`config.mk`:
```
export PLATFORM = sky130hd
export DESIGN_NAME = dmadc_top
export DESIGN_NICKNAME = d
export VERILOG_FILES = /design/src/hdl/dmadc_pkg.sv /design/src/hdl/dmadc_top.sv
export SDC_FILE = /design/constraint.sdc
export NUM_CORES = 2
export LEC_CHECK = 0
export BUFFER_PORTS_ARGS = -buffer_cell sky130_fd_sc_hd__buf_4
export CAP_MARGIN = 20
export CORE_MARGIN = 4
export CORE_UTILIZATION = 48
export CTS_BUF_LIST = sky130_fd_sc_hd__clkbuf_8
export CTS_CLUSTER_DIAMETER = 100
export DETAILED_ROUTE_END_ITERATION = 7
export HOLD_SLACK_MARGIN = 0.03
export PLACE_DENSITY = 0.67
export SYNTH_ARGS = -nofsm -noshare
export SYNTH_HDL_FRONTEND = slang
export SYNTH_SLANG_ARGS = --single-unit
```
`constraint.sdc`:
```
create_clock -name pclk -period 4.7 [get_ports pclk]
set_clock_uncertainty 0.15 [all_clocks]
set_input_delay 0.235 -clock pclk [delete_from_list [all_inputs] [get_ports pclk]]
set_output_delay 0.235 -clock pclk [all_outputs]
set_load 0.01 [all_outputs]
```
`src/hdl/dmadc_pkg.sv`:
```
package dmadc_pkg;

    // ************************************************************
    // Sizes of the channel engine.
    // ************************************************************
    localparam int NCH = 4;          // Channels with request and acknowledge pins.
    localparam int NTEND = 2;        // Channels that own a transfer-end pin.
    localparam int AW = 32;          // Destination address width.
    localparam int CW = 24;          // Implemented transfer count width.
    localparam int DW = 32;          // Data path width.
    localparam int FIFO_DEPTH = 32;  // Words held between source and memory port.
    localparam int PAW = 8;          // APB address width.

    // ************************************************************
    // Register map: one 16-byte window per channel.
    // ************************************************************
    localparam logic [3:0] OFS_DEST = 4'h0;
    localparam logic [3:0] OFS_COUNT = 4'h4;
    localparam logic [3:0] OFS_CTRL = 4'h8;
    localparam logic [3:0] OFS_STAT = 4'hc;
    localparam logic [PAW-1:0] MAP_TOP = 8'h40;
    localparam int CH_SEL_LSB = 4;
    localparam int STAT_ACTIVE_BIT = 0;
    localparam int STAT_DONE_BIT = 1;
    localparam int CTRL_W = 6;

    // ************************************************************
    // Reset values and counting constants.
    // ************************************************************
    localparam logic [CTRL_W-1:0] CTRL_RESET = 6'h00;
    localparam logic [CW-1:0] CNT_LAST = 24'h000001;
    localparam logic [1:0] BEATS_16B_LAST = 2'h3;
    localparam logic [AW-1:0] INC_BYTE = 32'h0000_0001;
    localparam logic [AW-1:0] INC_HALF = 32'h0000_0002;
    localparam logic [AW-1:0] INC_WORD = 32'h0000_0004;

    // Transfer unit sizes; a 16-byte unit moves as four word beats.
    typedef enum logic [1:0] {SZ_BYTE, SZ_HALF, SZ_LONG, SZ_16B} dmadc_size_t;

    // Channel control register; en sits in bit 0, size in bits 5:4.
    typedef struct packed {
        dmadc_size_t size;
        logic single;
        logic level;
        logic burst;
        logic en;
    } dmadc_ctrl_t;

    // Write beat toward the memory side.
    typedef struct packed {
        logic valid;
        logic single;
        logic [AW-1:0] addr;
        logic [DW-1:0] data;
    } dmadc_wr_t;

endpackage

```
`src/hdl/dmadc_top.sv`:
```
// Function
// Destination register shows next write address.
// Single address mode leaves destination unused.
// Software aligns address to transfer size.
// Software aligns 16-byte units to 16 bytes.
// Count value is transfers; zero means maximum.
// Count register shows transfers still remaining.
// Count top byte reads zero, write zero.
// One 16-byte unit decrements count once.
// Address and count have no reset value.
// Burst mode keeps bus until end.
// Level burst releases bus when request drops.
// External device drives request input.
// Drive acknowledge strobe to served device.
// Transfer-end outputs mark end of transfers.
// Count zero ends channel, flags final transfer.
`timescale 1ns/10ps

// ************************************************************
// Data FIFO between the source stream and the memory port.
// ************************************************************
module dmadc_fifo #(
    parameter int W = 32,
    parameter int DEPTH = 32
) (
    input wire logic clk,
    input wire logic rst_n,
    input wire logic in_valid,
    output logic in_ready,
    input wire logic [W-1:0] in_data,
    output logic out_valid,
    input wire logic out_ready,
    output logic [W-1:0] out_data
);
    localparam int PW = $clog2(DEPTH);

    logic [W-1:0] mem_q [DEPTH];  // Storage, no reset needed.
    logic [PW:0] wr_q;            // Write pointer with wrap bit.
    logic [PW:0] rd_q;            // Read pointer with wrap bit.
    wire push = in_valid & in_ready;
    wire pop = out_valid & out_ready;

    // Full when pointers differ only in the wrap bit.
    assign in_ready = !((wr_q[PW] != rd_q[PW]) && (wr_q[PW-1:0] == rd_q[PW-1:0]));
    assign out_valid = (wr_q != rd_q);
    assign out_data = mem_q[rd_q[PW-1:0]];

    // Storage is written only when a word is accepted.
    always_ff @(posedge clk) begin
        if (push) begin
            mem_q[wr_q[PW-1:0]] <= in_data;
        end
    end

    // Pointers move on each accepted push and pop.
    always_ff @(posedge clk or negedge rst_n) begin
        if (!rst_n) begin
            wr_q <= '0;
            rd_q <= '0;
        end else begin
            wr_q <= wr_q + (PW+1)'(push);
            rd_q <= rd_q + (PW+1)'(pop);
        end
    end
endmodule

// ************************************************************
// Destination address, transfer count and burst handshake engine.
// ************************************************************
module dmadc_top (
    input wire logic pclk,
    input wire logic presetn,
    input wire logic [dmadc_pkg::PAW-1:0] paddr,
    input wire logic psel,
    input wire logic penable,
    input wire logic pwrite,
    input wire logic [31:0] pwdata,
    output logic [31:0] prdata,
    output logic pready,
    output logic pslverr,
    input wire logic src_valid,
    output logic src_ready,
    input wire logic [dmadc_pkg::DW-1:0] src_data,
    input wire logic [dmadc_pkg::NCH-1:0] ext_transfer_request,
    output logic [dmadc_pkg::NCH-1:0] transfer_ack_strobe,
    output logic [dmadc_pkg::NTEND-1:0] transfer_end_output,
    output logic bus_req,
    input wire logic bus_grant,
    output dmadc_pkg::dmadc_wr_t mem_wr,
    input wire logic mem_ready
);
    import dmadc_pkg::*;

    // ************************************************************
    // State and storage.
    // ************************************************************
    typedef enum logic [1:0] {ST_IDLE, ST_ARB, ST_BEAT} dmadc_state_t;

    dmadc_state_t state_q;                // Engine state.
    dmadc_state_t state_d;                // Next engine state.
    logic [1:0] cur_q;                    // Channel being served.
    logic [1:0] pick_d;                   // Highest-priority pending channel.
    logic [1:0] beat_q;                   // Beat within a 16-byte unit.
    logic [AW-1:0] dest_q [NCH];          // Destination address registers.
    logic [CW-1:0] cnt_q [NCH];           // Remaining transfer counts.
    dmadc_ctrl_t ctrl_q [NCH];            // Channel control registers.
    logic [NCH-1:0] done_q;               // Sticky end-of-transfer flags.
    logic [NCH-1:0] pend_q;               // Latched request edges.
    logic [NCH-1:0] req_s1_q;             // Request synchroniser, first stage.
    logic [NCH-1:0] req_s2_q;             // Request synchroniser, second stage.
    logic [NCH-1:0] req_s3_q;             // Request synchroniser, third stage.
    logic [NCH-1:0] req_lvl_q;            // Filtered request level.
    logic [NCH-1:0] req_old_q;            // Previous filtered level for edges.
    logic [NCH-1:0] pending;              // Channel wants service.
    logic fifo_valid;                     // FIFO holds a word for the memory port.
    logic [DW-1:0] fifo_data;             // Word at the head of the FIFO.

    // ************************************************************
    // APB decode; the slave answers with no wait state.
    // ************************************************************
    wire apb_acc = psel & penable;
    wire mapped = (paddr < MAP_TOP) && (paddr[1:0] == 2'b00);
    wire [1:0] sel_ch = paddr[CH_SEL_LSB+1:CH_SEL_LSB];
    wire [3:0] reg_ofs = paddr[3:0];
    wire apb_wr = apb_acc & pwrite & mapped;
    assign pready = 1'b1;
    assign pslverr = apb_acc & !mapped;

    // ************************************************************
    // Current-channel views used by the engine.
    // ************************************************************
    dmadc_ctrl_t cur_ctrl;
    logic [AW-1:0] cur_dest;
    logic [CW-1:0] cur_cnt;
    logic [AW-1:0] addr_inc;
    assign cur_ctrl = ctrl_q[cur_q];
    assign cur_dest = dest_q[cur_q];
    assign cur_cnt = cnt_q[cur_q];
    wire cur_last = (cur_cnt == CNT_LAST);
    wire in_beat = (state_q == ST_BEAT);
    wire beat = in_beat & fifo_valid & mem_ready;
    // A 16-byte unit only completes on its fourth beat.
    wire unit_done = beat & ((cur_ctrl.size != SZ_16B) | (beat_q == BEATS_16B_LAST));
    wire end_hit = unit_done & cur_last;

    // Address step per beat; single address mode never moves it.
    assign addr_inc = cur_ctrl.single ? '0 :
                      (cur_ctrl.size == SZ_BYTE) ? INC_BYTE :
                      (cur_ctrl.size == SZ_HALF) ? INC_HALF : INC_WORD;

    // ************************************************************
    // Per-channel registers and request synchronisers.
    // ************************************************************
    genvar c;
    generate
        for (c = 0; c < NCH; c++) begin : g_ch
            wire hit = apb_wr & (sel_ch == 2'(c));
            wire wr_dest = hit & (reg_ofs == OFS_DEST);
            wire wr_cnt = hit & (reg_ofs == OFS_COUNT);
            wire wr_ctrl = hit & (reg_ofs == OFS_CTRL);
            wire wr_stat = hit & (reg_ofs == OFS_STAT);
            wire mine = (cur_q == 2'(c));
            wire rise = req_lvl_q[c] & !req_old_q[c];

            assign pending[c] = ctrl_q[c].en & (ctrl_q[c].level ? req_lvl_q[c] : pend_q[c]);

            // Address and count carry no reset; software loads them first.
            always_ff @(posedge pclk) begin
                if (wr_dest) begin
                    dest_q[c] <= pwdata;
                end else if (beat & mine) begin
                    dest_q[c] <= dest_q[c] + addr_inc;
                end
            end

            // The top byte of a count write is dropped, so it reads zero.
            always_ff @(posedge pclk) begin
                if (wr_cnt) begin
                    cnt_q[c] <= pwdata[CW-1:0];
                end else if (unit_done & mine) begin
                    cnt_q[c] <= cnt_q[c] - CNT_LAST;
                end
            end

            // Control; a software write wins over the end-of-transfer clear.
            always_ff @(posedge pclk or negedge presetn) begin
                if (!presetn) begin
                    ctrl_q[c] <= CTRL_RESET;
                end else if (wr_ctrl) begin
                    ctrl_q[c] <= pwdata[CTRL_W-1:0];
                end else if (end_hit & mine) begin
                    ctrl_q[c].en <= 1'b0;
                end
            end

            // Done is cleared by writing one; a new end in that cycle wins.
            always_ff @(posedge pclk or negedge presetn) begin
                if (!presetn) begin
                    done_q[c] <= 1'b0;
                end else begin
                    done_q[c] <= (end_hit & mine) | (done_q[c] & !(wr_stat & pwdata[STAT_DONE_BIT]));
                end
            end

            // Three stages; a change is taken once stages two and three agree.
            always_ff @(posedge pclk or negedge presetn) begin
                if (!presetn) begin
                    req_s1_q[c] <= 1'b0;
                    req_s2_q[c] <= 1'b0;
                    req_s3_q[c] <= 1'b0;
                    req_lvl_q[c] <= 1'b0;
                    req_old_q[c] <= 1'b0;
                end else begin
                    req_s1_q[c] <= ext_transfer_request[c];
                    req_s2_q[c] <= req_s1_q[c];
                    req_s3_q[c] <= req_s2_q[c];
                    req_lvl_q[c] <= (req_s2_q[c] == req_s3_q[c]) ? req_s3_q[c] : req_lvl_q[c];
                    req_old_q[c] <= req_lvl_q[c];
                end
            end

            // An edge request is held until a unit for it completes; a new edge wins.
            always_ff @(posedge pclk or negedge presetn) begin
                if (!presetn) begin
                    pend_q[c] <= 1'b0;
                end else begin
                    pend_q[c] <= rise | (pend_q[c] & !(unit_done & mine));
                end
            end

            // The strobe follows the beat presented for this channel.
            assign transfer_ack_strobe[c] = in_beat & mine & fifo_valid;
        end
    endgenerate

    // Only the first channels own an end pin; it marks the final unit.
    generate
        for (c = 0; c < NTEND; c++) begin : g_transfer_end_output
            assign transfer_end_output[c] = transfer_ack_strobe[c] & cur_last;
        end
    endgenerate

    // ************************************************************
    // Register read-back.
    // ************************************************************
    logic [31:0] rd_dest;
    logic [31:0] rd_cnt;
    logic [31:0] rd_ctrl;
    logic [31:0] rd_stat;
    wire rd_busy = (state_q != ST_IDLE) & (cur_q == sel_ch);
    assign rd_dest = dest_q[sel_ch];
    assign rd_cnt = {8'h00, cnt_q[sel_ch]};
    assign rd_ctrl = {{(32-CTRL_W){1'b0}}, ctrl_q[sel_ch]};
    assign rd_stat = {30'h0, done_q[sel_ch], rd_busy};
    assign prdata = !mapped ? 32'h0000_0000 :
                    (reg_ofs == OFS_DEST) ? rd_dest :
                    (reg_ofs == OFS_COUNT) ? rd_cnt :
                    (reg_ofs == OFS_CTRL) ? rd_ctrl : rd_stat;

    // ************************************************************
    // Channel selection: channel 0 has the highest priority.
    // ************************************************************
    always_comb begin
        pick_d = 2'd0;
        for (int i = NCH - 1; i >= 0; i--) begin
            if (pending[i]) begin
                pick_d = 2'(i);
            end
        end
    end

    // ************************************************************
    // Engine sequencing and bus holding.
    // ************************************************************
    // Next state; cycle-steal releases the bus after every unit.
    always_comb begin
        state_d = state_q;
        unique case (state_q)
            ST_IDLE: begin
                if (|pending) begin
                    state_d = ST_ARB;
                end
            end
            ST_ARB: begin
                if (bus_grant) begin
                    state_d = ST_BEAT;
                end
            end
            ST_BEAT: begin
                if (!cur_ctrl.en) begin
                    state_d = ST_IDLE;
                end else if (end_hit) begin
                    state_d = ST_IDLE;
                end else if (unit_done & !cur_ctrl.burst) begin
                    state_d = ST_IDLE;
                end else if (unit_done & cur_ctrl.level & !req_lvl_q[cur_q]) begin
                    state_d = ST_IDLE;
                end else begin
                    state_d = ST_BEAT;
                end
            end
        endcase
    end

    // State, served channel and beat counter.
    always_ff @(posedge pclk or negedge presetn) begin
        if (!presetn) begin
            state_q <= ST_IDLE;
            cur_q <= 2'd0;
            beat_q <= 2'd0;
        end else begin
            state_q <= state_d;
            cur_q <= (state_q == ST_IDLE) ? pick_d : cur_q;
            beat_q <= unit_done ? 2'd0 : (beat ? beat_q + 2'd1 : beat_q);
        end
    end

    // The bus is requested and held from selection until release.
    assign bus_req = (state_q != ST_IDLE);

    // ************************************************************
    // Data path and memory write port.
    // ************************************************************
    dmadc_fifo #(.W(DW), .DEPTH(FIFO_DEPTH)) u_fifo (
        .clk(pclk),
        .rst_n(presetn),
        .in_valid(src_valid),
        .in_ready(src_ready),
        .in_data(src_data),
        .out_valid(fifo_valid),
        .out_ready(in_beat & mem_ready),
        .out_data(fifo_data)
    );

    // In single address mode the address field is held at zero.
    assign mem_wr.valid = in_beat & fifo_valid;
    assign mem_wr.single = cur_ctrl.single;
    assign mem_wr.addr = (mem_wr.valid & !cur_ctrl.single) ? cur_dest : '0;
    assign mem_wr.data = fifo_data;

    wire any_cnt_wr = apb_wr & (reg_ofs == OFS_COUNT);
    wire any_dest_wr = apb_wr & (reg_ofs == OFS_DEST);
    wire any_ctrl_wr = apb_wr & (reg_ofs == OFS_CTRL);
endmodule

```
==> flow_summary_export.csv <==
group,metric,value,unit
outcome,outcome,"completed",
critical_path,worstReg2RegStart,"cur_q[0]$_DFFE_PN0P_",
layout,final_util,0.5593,
yosys,synth-xor-area-share,0.03200,
global_route,grt_max_degree,163,
timing,hold_viol_final,0,
clocking,clk_latency,0.93,ns
layout,syn2layout_area_growth,15.41,%
yosys,yosys.area.top_type,"edfxtp_1",
die,rows,127,
yosys,netlist.area_leader.share,0.6429,
global_route,grt_pass1_vias,33840,
yosys,synth_mux_area_frac,0.1760,
yosys,synth_top_family_by_area,"multiplexers",
hold_path,hold_start,"src_data[5]",
routing,wire_per_inst,27.67,µm
routing,vias,33620,
routing,vias_per_cell,6.051,
timing,hold_ws,0.1288,ns
global_route,antenna_found_initial,4,
die,die-area,127100,µm²
yosys,synth.area.top_cells,"edfxtp_1 64%, mux4_2 16%, dfrtp_1 3.0%",
placed_design,placed_cells,5057,
clocking,clk_path_buf_depth,3,
power_and_ir_drop,p_total,30.24,mW
critical_path,cp_data_arrival_time,4.08,ns
die,dieHeight,356.5,µm
die,core-area,120300,µm²
routing,drt_pass1_iterations,5,
timing,slew_headroom,0.2418,
yosys,syn_inst,3360,
placed_design,place.gp.congestion,0.9033,
layout,finalInstanceArea,67280,µm²
critical_path,start_kind,"flop",
routing,route.detailed.drc,0,
layout,fillCellCount,9297,
die,start_util,0.4846,
die,pin_count,192,
timing,setup_violations,0,
yosys,synth_cell_types,73,
yosys,avgSynthCellArea,17.35,µm²
global_route,grt_overflow_total,0,
timing,finalWorstSetupSlack,0.2364,ns
layout,drive_gt1_frac,0.2810,
yosys,synth_seq_area_share,0.6729,
clocking,cts_tree,"yes",
critical_path,crit_path_max_fanout,162,
clocking,path_clk_slew,0.06,ns
timing,rsz0062_at_grt,"false",
layout,final_net_count,3886,
flow_run,maxCapViolCount,0,
timing,slew_violations,0,
global_route,grt_pass1_wl,226500,µm
power_and_ir_drop,power.density,449.5,nW/µm²
hold_path,hp-class,"in2reg",
yosys,ys_seq_elements,1318,
timing,post-route-min-period,4.464,ns
routing,drtIter0Drc,3603,
power_and_ir_drop,p_leak,22.03,nW
clocking,cts_buffers,209,
power_and_ir_drop,vdd_drop_max,0.5099,mV
die,fp.dieW,356.5,µm
critical_path,cp-end-kind,"output pin",
clocking,cts-root-buf,"clkbuf_8",
critical_path,cp.required,4.32,ns
routing,route.antenna.remaining_nets,0,
yosys,yosys.area_share.simple,0.06248,
critical_path,critPathKind,"reg2out",
yosys,synthFlopType,"edfxtp_1",
yosys,syn-cell-area,58290,µm²
placed_design,dp_hpwl,91550,µm
yosys,synth_fa_ha_area_frac,0.007212,
timing,max_slew.worst_pin.slew,1.137,ns
placed_design,port-buffer-count,190,
yosys,synth_compound_area_frac,0.03282,
timing,period_share,0.9497,
global_route,groute.usage.overall,0.2426,
yosys,yosys_warnings,0,
timing,setup_tns,0,ns
clocking,h-tree-depth,4,
yosys,synth_edf_count,1248,
placed_design,place_area,62130,µm²
layout,layout.cells.non_filler,5556,
routing,wirelength,153700,µm
critical_path,worstSetupStartpoint,"u_fifo.rd_q[1]$_DFF_PN0_",
placed_design,pre_cts_ws,0.5200,ns
yosys,synth-async-reset-ratio,0.05311,
clocking,clock-sinks,1318,
yosys,syn_nets,3472,
timing,fmax,0.2240,GHz
-- final timing paths --
| kind | end | slack (ns) | cells after the start |
|---|---|---|---|
| worst min register to register | req_s2_q[1]$_DFF_PN0_ | 0.20 | 0 |
| min in group asynchronous | req_lvl_q[1]$_DFFE_PN0N_ | 0.27 | 4 |
| worst max register to register | dest_q[1][24]$_DFFE_PP_ | 0.46 | 11 |
| worst max-delay path | mem_wr[4] | 0.24 | 6 |
| worst min-delay path | u_fifo.mem_q[3][5]$_DFFE_PP_ | 0.13 | 2 |
| max in group asynchronous | u_fifo.rd_q[0]$_DFF_PN0_ | 3.72 | 4 |
-- synth_stat cells (4+ instances only) --
master,count
dfrtp_1,70
a31oi_1,7
nand4_1,29
a22o_1,21
nor2b_1,42
and3_1,38
nor4_1,25
a21o_1,8
and2_1,6
xor2_1,93
xnor2_1,120
buf_4,5
or3_1,19
nand2_1,194
nand3_1,46
nand2b_1,16
nor3_1,48
nor2_1,217
clkbuf_1,119
a21oi_1,110
or4_1,14
buf_2,36
nand3b_1,5
o211ai_1,4
mux2_2,69
fa_1,4
or2_2,7
maj3_1,4
mux4_2,418
ha_1,24
inv_1,43
and4_1,10
buf_1,33
o21ai_0,138
o22ai_1,5
nor4_2,5
edfxtp_1,1248
mux2i_1,4
-- cells by family after synthesis --
logic type,count (synthesis)
and+or+nand+nor,741
muxes,492
AOI/OAI and AO/OA,324
other,1
xor gates and xnor gates,213
buffers and inverters,239
DFF,1318
adders and majority gates,32
-- power breakdown --
part	switching [mW]	internal [mW]
registers	0.293	13.6
clock network	4.61	4.52
logic	3.64	3.58
total	8.54	21.7
-- layer usage --
metal  routed length [µm]  GRT usage  vias to the layer above
met5                    7          0                        -
met2                74000     0.3817                     1598
met1                62620     0.3398                    17450
li1                     -          -                    14290
met4                 5112    0.08869                        2
met3                12010    0.04892                      282
-- sequential cells by signal, summed over array words and instances (netlist names), 4 cells and up --
| name | flops |
|---|---|
| req_s2_q | 4 |
| done_q | 4 |
| req_s1_q | 4 |
| req_old_q | 4 |
| u_fifo.wr_q | 6 |
| u_fifo.rd_q | 6 |
| cnt_q | 96 |
| req_lvl_q | 4 |
| req_s3_q | 4 |
| dest_q | 128 |
| ctrl_q | 24 |
| pend_q | 4 |
| u_fifo.mem_q | 1024 |
-- layout by cell type, fill, tap and decap left out, types with 42 or more instances in the layout --
cell,n
a21oi_1,110
buf_4,266
clkbuf_8,219
clkinv_1,50
dfrtp_1,63
dlygate4sd3_1,113
edfxtp_1,1248
inv_1,114
mux2_2,69
mux4_2,418
nand2_1,194
nand3_1,46
nor2_1,185
nor2b_1,42
nor3_1,48
o21ai_0,138
xnor2_1,120
xor2_1,93
-- worst max-delay path: stages (launching register included) --
cell and delay (ns):
dfrtp_4 0.40, buf_4 0.46, buf_12 0.72, mux4_2 0.43, mux4_2 0.50, mux2_2 0.33
buf_4 0.16
-- final cells by class --
class / count / area [µm²] / share of cell area
multi-input cells: 1803 / 18420 / 0.2737
clock buffers: 219 / 3014 / 0.04480
well taps: 1612 / 2017 / 0.02998
repair buffers: 399 / 3552 / 0.05280
clock inverters: 158 / 862.1 / 0.01281
inverters: 43 / 161.4 / 0.002399
diodes: 4 / 10.01 / 0.0001488
flip-flops and latches: 1318 / 39250 / 0.5833
-- repair_timing --
item,in CTS,in global routing
resized for setup,2,1
gates cloned,1,1
hold endpoints to repair,1389,0
endpoints found under the setup margin,10,9
setup buffers,0,0
hold buffers,114,0
Power figures use the tool's default switching activity.
